--- config.mk ---
export PLATFORM = sky130hd
export DESIGN_NAME = epf_top
export DESIGN_NICKNAME = d
export VERILOG_FILES = /design/src/rtl/epf_flag_bank.v /design/src/rtl/epf_apb_slave.v /design/src/rtl/epf_top.v
export VERILOG_INCLUDE_DIRS = /design/src /design/src/rtl
export SDC_FILE = /design/constraint.sdc
export NUM_CORES = 1
export LEC_CHECK = 0
export BUFFER_PORTS_ARGS = -buffer_cell sky130_fd_sc_hd__buf_2
export CAP_MARGIN = 30
export CORE_MARGIN = 3
export CORE_UTILIZATION = 45
export CTS_CLUSTER_DIAMETER = 120
export DETAILED_ROUTE_END_ITERATION = 10
export GPL_TIMING_DRIVEN = 0
export MAX_ROUTING_LAYER = met4
export PLACE_DENSITY = 0.74
export RECOVER_POWER = 50
export SYNTH_ARGS = -nofsm -noshare
export SYNTH_HDL_FRONTEND = slang
export SYNTH_HIERARCHICAL = 1
export SYNTH_SLANG_ARGS = --single-unit
export TNS_END_PERCENT = 10
--- constraint.sdc ---
create_clock -name pclk -period 1.41 [get_ports pclk]
set_input_delay 0 -clock pclk [delete_from_list [all_inputs] [get_ports pclk]]
set_output_delay 0 -clock pclk [all_outputs]
set_load 0.03 [all_outputs]
--- src/rtl/epf_defines.vh ---
// constants for the exception pending flag block: offsets, field positions, reset values
`ifndef EPF_DEFINES_VH
`define EPF_DEFINES_VH

// bus widths
`define EPF_ADDR_W 12
`define EPF_IDX_W 10
`define EPF_DATA_W 32
`define EPF_REG_W 8
`define EPF_FLAG_W 24
`define EPF_LANES 3
`define EPF_IDX_LSB 2

// register indices; byte address is four times the index
`define EPF_IDX_PEND_LOW 10'h010
`define EPF_IDX_PEND_MID 10'h011
`define EPF_IDX_PEND_HIGH 10'h012
`define EPF_IDX_MASK_A_LOW 10'h014
`define EPF_IDX_MASK_A_MID 10'h015
`define EPF_IDX_MASK_A_HIGH 10'h016
`define EPF_IDX_MASK_B_LOW 10'h018
`define EPF_IDX_MASK_B_MID 10'h019
`define EPF_IDX_MASK_B_HIGH 10'h01a

// reset values
`define EPF_PEND_RST 24'h000000
`define EPF_MASK_RST 24'h000000
`define EPF_READ_ZERO 32'h00000000

// byte lanes inside the 24-bit words
`define EPF_LOW_LSB 0
`define EPF_MID_LSB 8
`define EPF_HIGH_LSB 16
`define EPF_LOW_MSB 7
`define EPF_MID_MSB 15
`define EPF_HIGH_MSB 23

// flag bit positions
`define EPF_BIT_RADIO_IDLE 0
`define EPF_BIT_FRAME_SENT 1
`define EPF_BIT_ACK_SENT 2
`define EPF_BIT_TX_UNDERFLOW 3
`define EPF_BIT_TX_OVERFLOW 4
`define EPF_BIT_RX_UNDERFLOW 5
`define EPF_BIT_RX_OVERFLOW 6
`define EPF_BIT_RX_MASK_CLEARED 7
`define EPF_BIT_FRAME_RECEIVED 8
`define EPF_BIT_FRAME_ACCEPTED 9
`define EPF_BIT_LOOKUP_FINISHED 10
`define EPF_BIT_LOOKUP_HIT 11
`define EPF_BIT_RX_THRESHOLD 12
`define EPF_BIT_START_DELIMITER 13
`define EPF_BIT_SEC_LOW_DONE 14
`define EPF_BIT_SEC_HIGH_DONE 15
`define EPF_BIT_MEM_ADDR_FAULT 16
`define EPF_BIT_USAGE_FAULT 17
`define EPF_BIT_OPERAND_FAULT 18
`define EPF_BIT_SERIAL_FAULT 19
`define EPF_BIT_SYNTH_UNLOCKED 20
`define EPF_BIT_FRAME_ABORTED 21
`define EPF_BIT_MOVE_TIMEOUT 22
`define EPF_BIT_UNUSED 23

// bits that have a source; bit 23 never sets
`define EPF_FLAG_USED 24'h7fffff

`endif

--- src/rtl/epf_flag_bank.v ---
// pending flag storage: hardware sets, software write-zero clears per byte lane
`timescale 1ns/1ps
`default_nettype none
`include "epf_defines.vh"
module epf_flag_bank (
  input wire pclk,
  input wire presetn,
  input wire [`EPF_FLAG_W-1:0] set_vec,
  input wire [`EPF_LANES-1:0] clr_lane,
  input wire [`EPF_REG_W-1:0] clr_data,
  output reg [`EPF_FLAG_W-1:0] flags
);

wire [`EPF_FLAG_W-1:0] lane_mask;
wire [`EPF_FLAG_W-1:0] clear_vec;
wire [`EPF_FLAG_W-1:0] next_flags;

// only the written lane is touched; ones in the data keep the bit as it is
assign lane_mask = {{`EPF_REG_W{clr_lane[2]}}, {`EPF_REG_W{clr_lane[1]}}, {`EPF_REG_W{clr_lane[0]}}};
assign clear_vec = lane_mask & ~{clr_data, clr_data, clr_data};

// set is ored in after the clear, so a coincident event survives
assign next_flags = ((flags & ~clear_vec) | set_vec) & `EPF_FLAG_USED;

// flags hold until a zero write or reset clears them; no event path clears them
always @(posedge pclk or negedge presetn)
begin
  if (!presetn)
  begin
    flags <= `EPF_PEND_RST;
  end
  else
  begin
    flags <= next_flags;
  end
end

endmodule
`default_nettype wire

--- src/rtl/epf_apb_slave.v ---
// apb slave front end: decode, zero-wait handshake, registered read data
`timescale 1ns/1ps
`default_nettype none
`include "epf_defines.vh"
module epf_apb_slave (
  input wire pclk,
  input wire presetn,
  input wire psel,
  input wire penable,
  input wire pwrite,
  input wire [`EPF_ADDR_W-1:0] paddr,
  input wire [`EPF_REG_W-1:0] rd_byte,
  output wire [`EPF_IDX_W-1:0] reg_idx,
  output wire wr_strobe,
  output reg [`EPF_DATA_W-1:0] prdata,
  output wire pready,
  output wire pslverr
);

// true for every index that holds a register
function is_mapped;
  input [`EPF_IDX_W-1:0] idx;
  begin
    case (idx)
      `EPF_IDX_PEND_LOW, `EPF_IDX_PEND_MID, `EPF_IDX_PEND_HIGH,
      `EPF_IDX_MASK_A_LOW, `EPF_IDX_MASK_A_MID, `EPF_IDX_MASK_A_HIGH,
      `EPF_IDX_MASK_B_LOW, `EPF_IDX_MASK_B_MID, `EPF_IDX_MASK_B_HIGH:
        is_mapped = 1'b1;
      default:
        is_mapped = 1'b0;
    endcase
  end
endfunction

wire aligned;
wire hit;
wire setup_rd;

// misaligned addresses count as unmapped
assign aligned = (paddr[`EPF_IDX_LSB-1:0] == 2'b00);
assign reg_idx = paddr[`EPF_ADDR_W-1:`EPF_IDX_LSB];
assign hit = aligned & is_mapped(reg_idx);

// read data is captured in setup so the access phase needs no wait state
assign setup_rd = psel & ~penable & ~pwrite;
assign pready = 1'b1;
assign pslverr = psel & penable & ~hit;
assign wr_strobe = psel & penable & pwrite & hit;

// unmapped reads answer zero; upper bytes always read zero
always @(posedge pclk or negedge presetn)
begin
  if (!presetn)
  begin
    prdata <= `EPF_READ_ZERO;
  end
  else if (setup_rd)
  begin
    prdata <= hit ? {{(`EPF_DATA_W-`EPF_REG_W){1'b0}}, rd_byte} : `EPF_READ_ZERO;
  end
end

endmodule
`default_nettype wire

--- src/rtl/epf_top.v ---
// exception pending flags with channel masks behind an apb slave
`timescale 1ns/1ps
`default_nettype none
`include "epf_defines.vh"
module epf_top (
  input wire pclk,
  input wire presetn,
  // apb slave port
  input wire psel,
  input wire penable,
  input wire pwrite,
  input wire [`EPF_ADDR_W-1:0] paddr,
  input wire [`EPF_DATA_W-1:0] pwdata,
  output wire [`EPF_DATA_W-1:0] prdata,
  output wire pready,
  output wire pslverr,
  // low byte event sources
  input wire radio_idle_event,
  input wire frame_sent_event,
  input wire ack_sent_event,
  input wire tx_underflow_event,
  input wire tx_overflow_event,
  input wire rx_underflow_event,
  input wire rx_overflow_event,
  input wire receive_mask_cleared_event,
  // middle byte event sources
  input wire frame_received_event,
  input wire frame_accepted_event,
  input wire source_lookup_finished,
  input wire source_lookup_hit,
  input wire receive_threshold_event,
  input wire start_delimiter_event,
  input wire security_unit_low_done,
  input wire security_unit_high_done,
  // high byte event sources
  input wire memory_address_fault,
  input wire command_usage_fault,
  input wire command_operand_fault,
  input wire serial_port_fault,
  input wire synthesizer_unlocked_event,
  input wire frame_reception_aborted,
  input wire buffer_move_timeout,
  // state toward the pin logic
  output wire [`EPF_FLAG_W-1:0] exception_pending_bits,
  output reg channel_a_indication,
  output reg channel_a_comp_indication,
  output reg channel_b_indication,
  output reg channel_b_comp_indication
);

// true when any flag falls inside the given mask
function any_hit;
  input [`EPF_FLAG_W-1:0] pend;
  input [`EPF_FLAG_W-1:0] sel;
  begin
    any_hit = |(pend & sel & `EPF_FLAG_USED);
  end
endfunction

wire [`EPF_IDX_W-1:0] reg_idx;
wire wr_strobe;
wire [`EPF_REG_W-1:0] wr_byte;
wire [`EPF_FLAG_W-1:0] set_vec;
wire [`EPF_FLAG_W-1:0] flags;
wire [`EPF_LANES-1:0] clr_lane;
reg [`EPF_REG_W-1:0] rd_byte;
reg [`EPF_FLAG_W-1:0] channel_a_select_mask;
reg [`EPF_FLAG_W-1:0] channel_b_select_mask;
wire next_chan_a;
wire next_chan_a_comp;
wire next_chan_b;
wire next_chan_b_comp;

// registers are eight bits wide and sit in the low lane of the word
assign wr_byte = pwdata[`EPF_REG_W-1:0];

// bus front end
epf_apb_slave u_bus (
  .pclk(pclk),
  .presetn(presetn),
  .psel(psel),
  .penable(penable),
  .pwrite(pwrite),
  .paddr(paddr),
  .rd_byte(rd_byte),
  .reg_idx(reg_idx),
  .wr_strobe(wr_strobe),
  .prdata(prdata),
  .pready(pready),
  .pslverr(pslverr)
);

// low byte: radio and buffer events
assign set_vec[`EPF_BIT_RADIO_IDLE] = radio_idle_event;
assign set_vec[`EPF_BIT_FRAME_SENT] = frame_sent_event;
assign set_vec[`EPF_BIT_ACK_SENT] = ack_sent_event;
assign set_vec[`EPF_BIT_TX_UNDERFLOW] = tx_underflow_event;
assign set_vec[`EPF_BIT_TX_OVERFLOW] = tx_overflow_event;
assign set_vec[`EPF_BIT_RX_UNDERFLOW] = rx_underflow_event;
assign set_vec[`EPF_BIT_RX_OVERFLOW] = rx_overflow_event;
assign set_vec[`EPF_BIT_RX_MASK_CLEARED] = receive_mask_cleared_event;

// middle byte: reception, filtering and security events
assign set_vec[`EPF_BIT_FRAME_RECEIVED] = frame_received_event;
assign set_vec[`EPF_BIT_FRAME_ACCEPTED] = frame_accepted_event;
assign set_vec[`EPF_BIT_LOOKUP_FINISHED] = source_lookup_finished;
assign set_vec[`EPF_BIT_LOOKUP_HIT] = source_lookup_hit;
assign set_vec[`EPF_BIT_RX_THRESHOLD] = receive_threshold_event;
assign set_vec[`EPF_BIT_START_DELIMITER] = start_delimiter_event;
assign set_vec[`EPF_BIT_SEC_LOW_DONE] = security_unit_low_done;
assign set_vec[`EPF_BIT_SEC_HIGH_DONE] = security_unit_high_done;

// high byte: host access faults, synthesizer unlock, reception abort and move timeout; top bit has no source
assign set_vec[`EPF_BIT_MEM_ADDR_FAULT] = memory_address_fault;
assign set_vec[`EPF_BIT_USAGE_FAULT] = command_usage_fault;
assign set_vec[`EPF_BIT_OPERAND_FAULT] = command_operand_fault;
assign set_vec[`EPF_BIT_SERIAL_FAULT] = serial_port_fault;
assign set_vec[`EPF_BIT_SYNTH_UNLOCKED] = synthesizer_unlocked_event;
assign set_vec[`EPF_BIT_FRAME_ABORTED] = frame_reception_aborted;
assign set_vec[`EPF_BIT_MOVE_TIMEOUT] = buffer_move_timeout;
assign set_vec[`EPF_BIT_UNUSED] = 1'b0;

// one lane per flag byte at consecutive indices
assign clr_lane[0] = wr_strobe & (reg_idx == `EPF_IDX_PEND_LOW);
assign clr_lane[1] = wr_strobe & (reg_idx == `EPF_IDX_PEND_MID);
assign clr_lane[2] = wr_strobe & (reg_idx == `EPF_IDX_PEND_HIGH);

// flag storage
epf_flag_bank u_flags (
  .pclk(pclk),
  .presetn(presetn),
  .set_vec(set_vec),
  .clr_lane(clr_lane),
  .clr_data(wr_byte),
  .flags(flags)
);

assign exception_pending_bits = flags;

// channel masks are plain read/write bytes
always @(posedge pclk or negedge presetn)
begin
  if (!presetn)
  begin
    channel_a_select_mask <= `EPF_MASK_RST;
    channel_b_select_mask <= `EPF_MASK_RST;
  end
  else if (wr_strobe)
  begin
    case (reg_idx)
      `EPF_IDX_MASK_A_LOW:
        channel_a_select_mask[`EPF_LOW_MSB:`EPF_LOW_LSB] <= wr_byte;
      `EPF_IDX_MASK_A_MID:
        channel_a_select_mask[`EPF_MID_MSB:`EPF_MID_LSB] <= wr_byte;
      `EPF_IDX_MASK_A_HIGH:
        channel_a_select_mask[`EPF_HIGH_MSB:`EPF_HIGH_LSB] <= wr_byte;
      `EPF_IDX_MASK_B_LOW:
        channel_b_select_mask[`EPF_LOW_MSB:`EPF_LOW_LSB] <= wr_byte;
      `EPF_IDX_MASK_B_MID:
        channel_b_select_mask[`EPF_MID_MSB:`EPF_MID_LSB] <= wr_byte;
      `EPF_IDX_MASK_B_HIGH:
        channel_b_select_mask[`EPF_HIGH_MSB:`EPF_HIGH_LSB] <= wr_byte;
      default:
        channel_a_select_mask <= channel_a_select_mask;
    endcase
  end
end

// read mux: flags read back exactly as stored, so one means pending
always @*
begin
  rd_byte = {`EPF_REG_W{1'b0}};
  case (reg_idx)
    `EPF_IDX_PEND_LOW:
      rd_byte = flags[`EPF_LOW_MSB:`EPF_LOW_LSB];
    `EPF_IDX_PEND_MID:
      rd_byte = flags[`EPF_MID_MSB:`EPF_MID_LSB];
    `EPF_IDX_PEND_HIGH:
      rd_byte = flags[`EPF_HIGH_MSB:`EPF_HIGH_LSB];
    `EPF_IDX_MASK_A_LOW:
      rd_byte = channel_a_select_mask[`EPF_LOW_MSB:`EPF_LOW_LSB];
    `EPF_IDX_MASK_A_MID:
      rd_byte = channel_a_select_mask[`EPF_MID_MSB:`EPF_MID_LSB];
    `EPF_IDX_MASK_A_HIGH:
      rd_byte = channel_a_select_mask[`EPF_HIGH_MSB:`EPF_HIGH_LSB];
    `EPF_IDX_MASK_B_LOW:
      rd_byte = channel_b_select_mask[`EPF_LOW_MSB:`EPF_LOW_LSB];
    `EPF_IDX_MASK_B_MID:
      rd_byte = channel_b_select_mask[`EPF_MID_MSB:`EPF_MID_LSB];
    `EPF_IDX_MASK_B_HIGH:
      rd_byte = channel_b_select_mask[`EPF_HIGH_MSB:`EPF_HIGH_LSB];
    default:
      rd_byte = {`EPF_REG_W{1'b0}};
  endcase
end

// selected pending flags drive the channel; masked ones drive its complement
assign next_chan_a = any_hit(flags, channel_a_select_mask);
assign next_chan_a_comp = any_hit(flags, ~channel_a_select_mask);
assign next_chan_b = any_hit(flags, channel_b_select_mask);
assign next_chan_b_comp = any_hit(flags, ~channel_b_select_mask);

// registered to keep the pin path glitch free; costs one cycle of latency
always @(posedge pclk or negedge presetn)
begin
  if (!presetn)
  begin
    channel_a_indication <= 1'b0;
    channel_a_comp_indication <= 1'b0;
    channel_b_indication <= 1'b0;
    channel_b_comp_indication <= 1'b0;
  end
  else
  begin
    channel_a_indication <= next_chan_a;
    channel_a_comp_indication <= next_chan_a_comp;
    channel_b_indication <= next_chan_b;
    channel_b_comp_indication <= next_chan_b_comp;
  end
end

endmodule
`default_nettype wire

# --- Word-level counts from Yosys, hierarchy flattened ---
# Memories as Yosys holds them, arrays and structs flattened.
# Index checks and enable logic that the tools add are counted.
totals:
  reg_bits: 107
  romBits: 32
  input_bits: 72
  output_inout_bits: 62
  word_cells: 61
  memories: 1
memory_table:
  columns: ["name", "words", "word_bits", "rd", "rd_clocked_by_memory_dff", "write_ports", "line_no", "rtl"]
  rows:
  - ["(name not given)", 32, 1, 1, 0, 0, "epf_apb_slave.v:24", "case (idx)"]
classes:
  n_eq_ne: 9
  mux: 3
  bitwise: 24
  reduce_logical: 12
ops:
  columns: ["operator", "count"]
  rows:
  - ["23-bit AND", 6]
  - ["23-bit inverter", 4]
  - ["23-bit OR reduction", 4]
  - ["10-bit by 5-bit equality test with 1-bit output, second input constant", 9]
  - ["8-bit one-hot mux with 9 select lines", 1]
  - ["23-bit OR", 1]
  - ["2-bit AND reduction", 6]
  - ["1-bit AND", 10]
  - ["8-bit two-way mux", 1]
  - ["5-bit logical NOT", 1]
  - ["1-bit inverter", 3]
  - ["2-bit logical NOT", 1]
  - ["1-bit two-way mux", 1]

# --- Depth between registers and ports, before layout ---
depth:
  word_depth: 9
  mapped_depth: 9
  depth_no_buf: 7

# --- Cells and area by module ---
# The synthesis kept the hierarchy.
modules_own_cells:
  columns: ["mod", "n_inst", "cells_each", "area_each_um2", "seq_area_each_um2"]
  rows:
  - ["epf_top", 1, 310, 3240.6, 1301.2]
  - ["epf_flag_bank", 1, 71, 903.4, 575.6]
  - ["epf_apb_slave", 1, 80, 691.9, 200.2]

# --- Worst setup path before layout ---
# No wires, ideal clock.
synth_path:
  path_kind: "input -> register"
  start: "input port paddr[7]"
  end: "register u_flags.flags[0]"
  t_arrival_ns: 2.196
  t_required_ns: 1.292
  setup_slack_ns: -0.904
  stages: 7
  path_buffers: 2
  cell_sequence: "buf_4 -> or4b_4 -> or3_1 -> clkbuf_1 -> nor4_1 -> nand2b_1 -> a21o_1"
synth_via:
  elab_chain_cells: 9
  elab_cells_between_ends: 10
synth_lines:
  columns: ["element", "line_no", "rtl"]
  rows:
  - ["from (decl)", "epf_top.v:12", "input wire [`EPF_ADDR_W-1:0] paddr,"]
  - ["5-bit logical NOT", "epf_apb_slave.v:24", null]
  - ["1-bit two-way mux", "epf_apb_slave.v:24", null]
  - ["1-bit AND", "epf_apb_slave.v:42", "assign hit = aligned & is_mapped(reg_idx);"]
  - ["1-bit AND", "epf_apb_slave.v:48", "assign wr_strobe = psel & penable & pwrite & hit;"]
  - ["1-bit AND (*)", "epf_top.v:124", "assign clr_lane[0] = wr_strobe & (reg_idx == `EPF_IDX_PEND_LOW);"]
  - ["net clr_lane[0]", "epf_top.v:65", "wire [`EPF_LANES-1:0] clr_lane;"]
  - ["23-bit AND (*)", "epf_flag_bank.v:20", "assign clear_vec = lane_mask & ~{clr_data, clr_data, clr_data};"]
  - ["23-bit inverter (*)", "epf_flag_bank.v:23", "assign next_flags = ((flags & ~clear_vec) | set_vec) & `EPF_FLAG_USED;"]
  - ["23-bit AND (*)", "epf_flag_bank.v:23", null]
  - ["23-bit OR (*)", "epf_flag_bank.v:23", null]
  - ["net u_flags.next_flags[0]", "epf_flag_bank.v:16", "wire [`EPF_FLAG_W-1:0] next_flags;"]
  - ["to (signal assigned)", "epf_flag_bank.v:30", "flags <= `EPF_PEND_RST;"]
  - ["to (signal assigned)", "epf_flag_bank.v:34", "flags <= next_flags;"]
  - ["to (decl)", "epf_flag_bank.v:11", "output reg [`EPF_FLAG_W-1:0] flags"]
# Mark *: on every way through the listed nets, which the timed path passes. The rest lies on a longest branch.
# A chain may end at the register's enable or synchronous reset.

# --- Worst setup path in the final report ---
layout_path:
  start: "input port paddr[7]"
  end: "register u_flags.flags[3]"
# The elaborated chain is that of the path after synthesis.

==> impl_metrics.toml <==
[pwr]
swShare_pct = 27.3
intPower_mw = 3.49
pwr-share-clk_pct = 37.2
peakVddDrop_mv = 0.637
power.net_switching_mw = 1.31
combinationalPowerShare_pct = 13.3
seqPwrFrac_pct = 49.5
total_power_mw = 4.80
p_leak_nw = 2.98
powerDensity_mw_per_mm2 = 752

[clocking]
cts_buffer_depth = 2
clkTransAtPathRegs_ps = 100
cts_tree = "built"
h-tree-depth = 3
root_buffer = "clkbuf_8"
clock_latency_ps = 370
cts-buffers-inserted = 9
cts_sinks = 83

[sta]
slew_viol_final = 0
relSlewSlack_pct = 62.3
whs_ps = 22.5
worstMarginPinSlew_ps = 565
final-hold-violation-count = 0
rsz0062_at_grt = "yes"
fin_crit_sh_pct = 115
tns_ps = -10720
min_period_ps = 1620
clock_skew_ps = 13.6
setup_viol = 76
setup_slack_ps = -206
fmax_mhz = 619

[critical_path]
r2r_start = "u_flags/flags[20]"
crit_slowest_cell = "or4b_4"
rr_worst_depth = 4
worstPathArrival_ps = 1890
cp_cell_sequence = "buf_8 -> buf_6 -> or4b_4 -> or3_4 -> clkbuf_16 -> nor4_4 -> buf_4 -> nand2b_1 -> a21o_1"
required_ps = 1680
rr_endpoint = "channel_b_indication"
crit_path_end_kind = "register"
timing.setup.critical_path_class = "input pin to register"
crit_fanout = 6
cpPeakStageDelay_ps = 540
r2r_setup_slack_ps = -190
crit_path_start_kind = "input pin"

[detailed_routing]
viasPerCell = 5.59
drt_iter0_markers = 357
wl_per_cell_microns = 21.3
drc = 0
drt-total-wl_mm = 16.3
antenna_left = 0
num_vias = 4272
dr.pass1.iters = 5

[global_route]
overflow = 0
grt_pass1_wl_mm = 24.3
grt_max_degree = 74
grt_antenna_before_repair = 0
grt_pass1_vias = 4222
grt_use_total_pct = 28.4

[floorplan]
num_rows = 37
fp.dieArea_sq_mm = 0.0120
io-pin-count = 134
start_util_pct = 46.6
die_w_microns = 110
die_h_microns = 110
core-area_sq_mm = 0.0104

[worst_hold_path]
hold_start = "pwdata[6]"
hold_class = "input pin to register"
holdPathStages = 2
min_to = "channel_a_select_mask[22]"

[place]
port_buffers = 83
gp_congestion = 0.936
hpwl_mm = 11.6
dp_cells = 703

[layout]
drive_above_1_share_pct = 35.2
fin_util_pct = 61.6
n_antenna_cell = 0
syn_to_final_growth_pct = 32.3
stdcell_count = 764
nets = 695

[job]
max_cap_viol_count = 0

[yosys]
avgSynthCellArea_sq_um = 10.5
synth_area_sq_mm = 0.00483
yosysWarnings = 6
synth_cells = 460

[status]
violations = "setup timing"
outcome = "finished, violations left"
[per-stage QoR]
| stage | setup slack (ps) | area (sq um) |
|---|---|---|
| after floorplan | -413 | 4980 |
| after detailed placement | -1050 | 5600 |
| after CTS | -293 | 6310 |
| final | -206 | 6390 |
| after global routing | -256 | 6390 |
| after global placement | -1030 | 5570 |
[state kept, by name, indices dropped and copies added, names as in the netlist]
register                   cells
channel_a_comp_indication      1
channel_b_select_mask         24
channel_b_indication           1
channel_a_indication           1
u_flags/flags                 23
channel_b_comp_indication      1
channel_a_select_mask         24
u_bus/prdata                   8
[how the worst max path moves through the flow]
stage	cells past startpoint	from	to
final	9	paddr[7]	u_flags/flags[3]
after global routing	9	paddr[7]	u_flags/flags[3]
after CTS	9	paddr[8]	u_flags/flags[7]
after detailed placement	8	paddr[10]	u_flags/flags[1]
after global placement	8	paddr[10]	u_flags/flags[0]
after floorplan	7	paddr[7]	u_flags/flags[0]
[placed cells by master (no fill, tap or decap), types with 5 or more instances in the layout]
master	instances
nand2b_1	28
a21o_1	23
dlygate4sd3_1	33
o22ai_1	18
buf_6	5
dfrtp_1	78
conb_1	26
a21oi_2	5
buf_4	45
nand3_1	7
inv_1	31
nand2_1	17
a21oi_1	5
o21ai_0	8
clkbuf_1	36
a22oi_1	19
buf_2	51
nor2_1	12
clkbuf_8	9
mux2i_1	13
o21ai_1	8
nand4_1	7
dfrtp_2	5
mux2_2	50
[routing by layer]
metal	GRT usage, %	part of all wire (%)
met3	4.29	5.9
met2	45.5	48
met1	36.8	43
met5	-	0
met4	9.88	2.9
[power groups by stage]
stage	Sequential (mW)	Combinational, mW	Clock [mW]
after floorplan	2.43	0.325	0
after global placement	2.43	0.520	0
after detailed placement	2.43	0.536	0
after CTS	2.38	0.621	1.81
after global routing	2.38	0.686	1.93
final	2.38	0.639	1.79
[worst max-delay path, delay by kind of cell]
kind / cells / cell delay (ps)
compound gates: 1 / 170
buf+inv: 4 / 570
simple gates: 4 / 1130
[timing repair]
item | in CTS | in global routing
hold buffers | 33 | 0
resized for setup | 29 | 24
hold endpoints to repair | 137 | 0
setup endpoints to repair | 83 | 83
buffers inserted | 7 | 5
pin swaps | 27 | 22
[final cells by class]
cell class	count	area, sq um
timing repair buffer	129	881
buffer	50	374
sequential	83	2080
clock buffer	10	128
multi-input combinational	319	2570
fill	907	3980
tap	136	170
inverter	31	116
clock inverter	6	70.1
(Power assumes the default switching activity.)
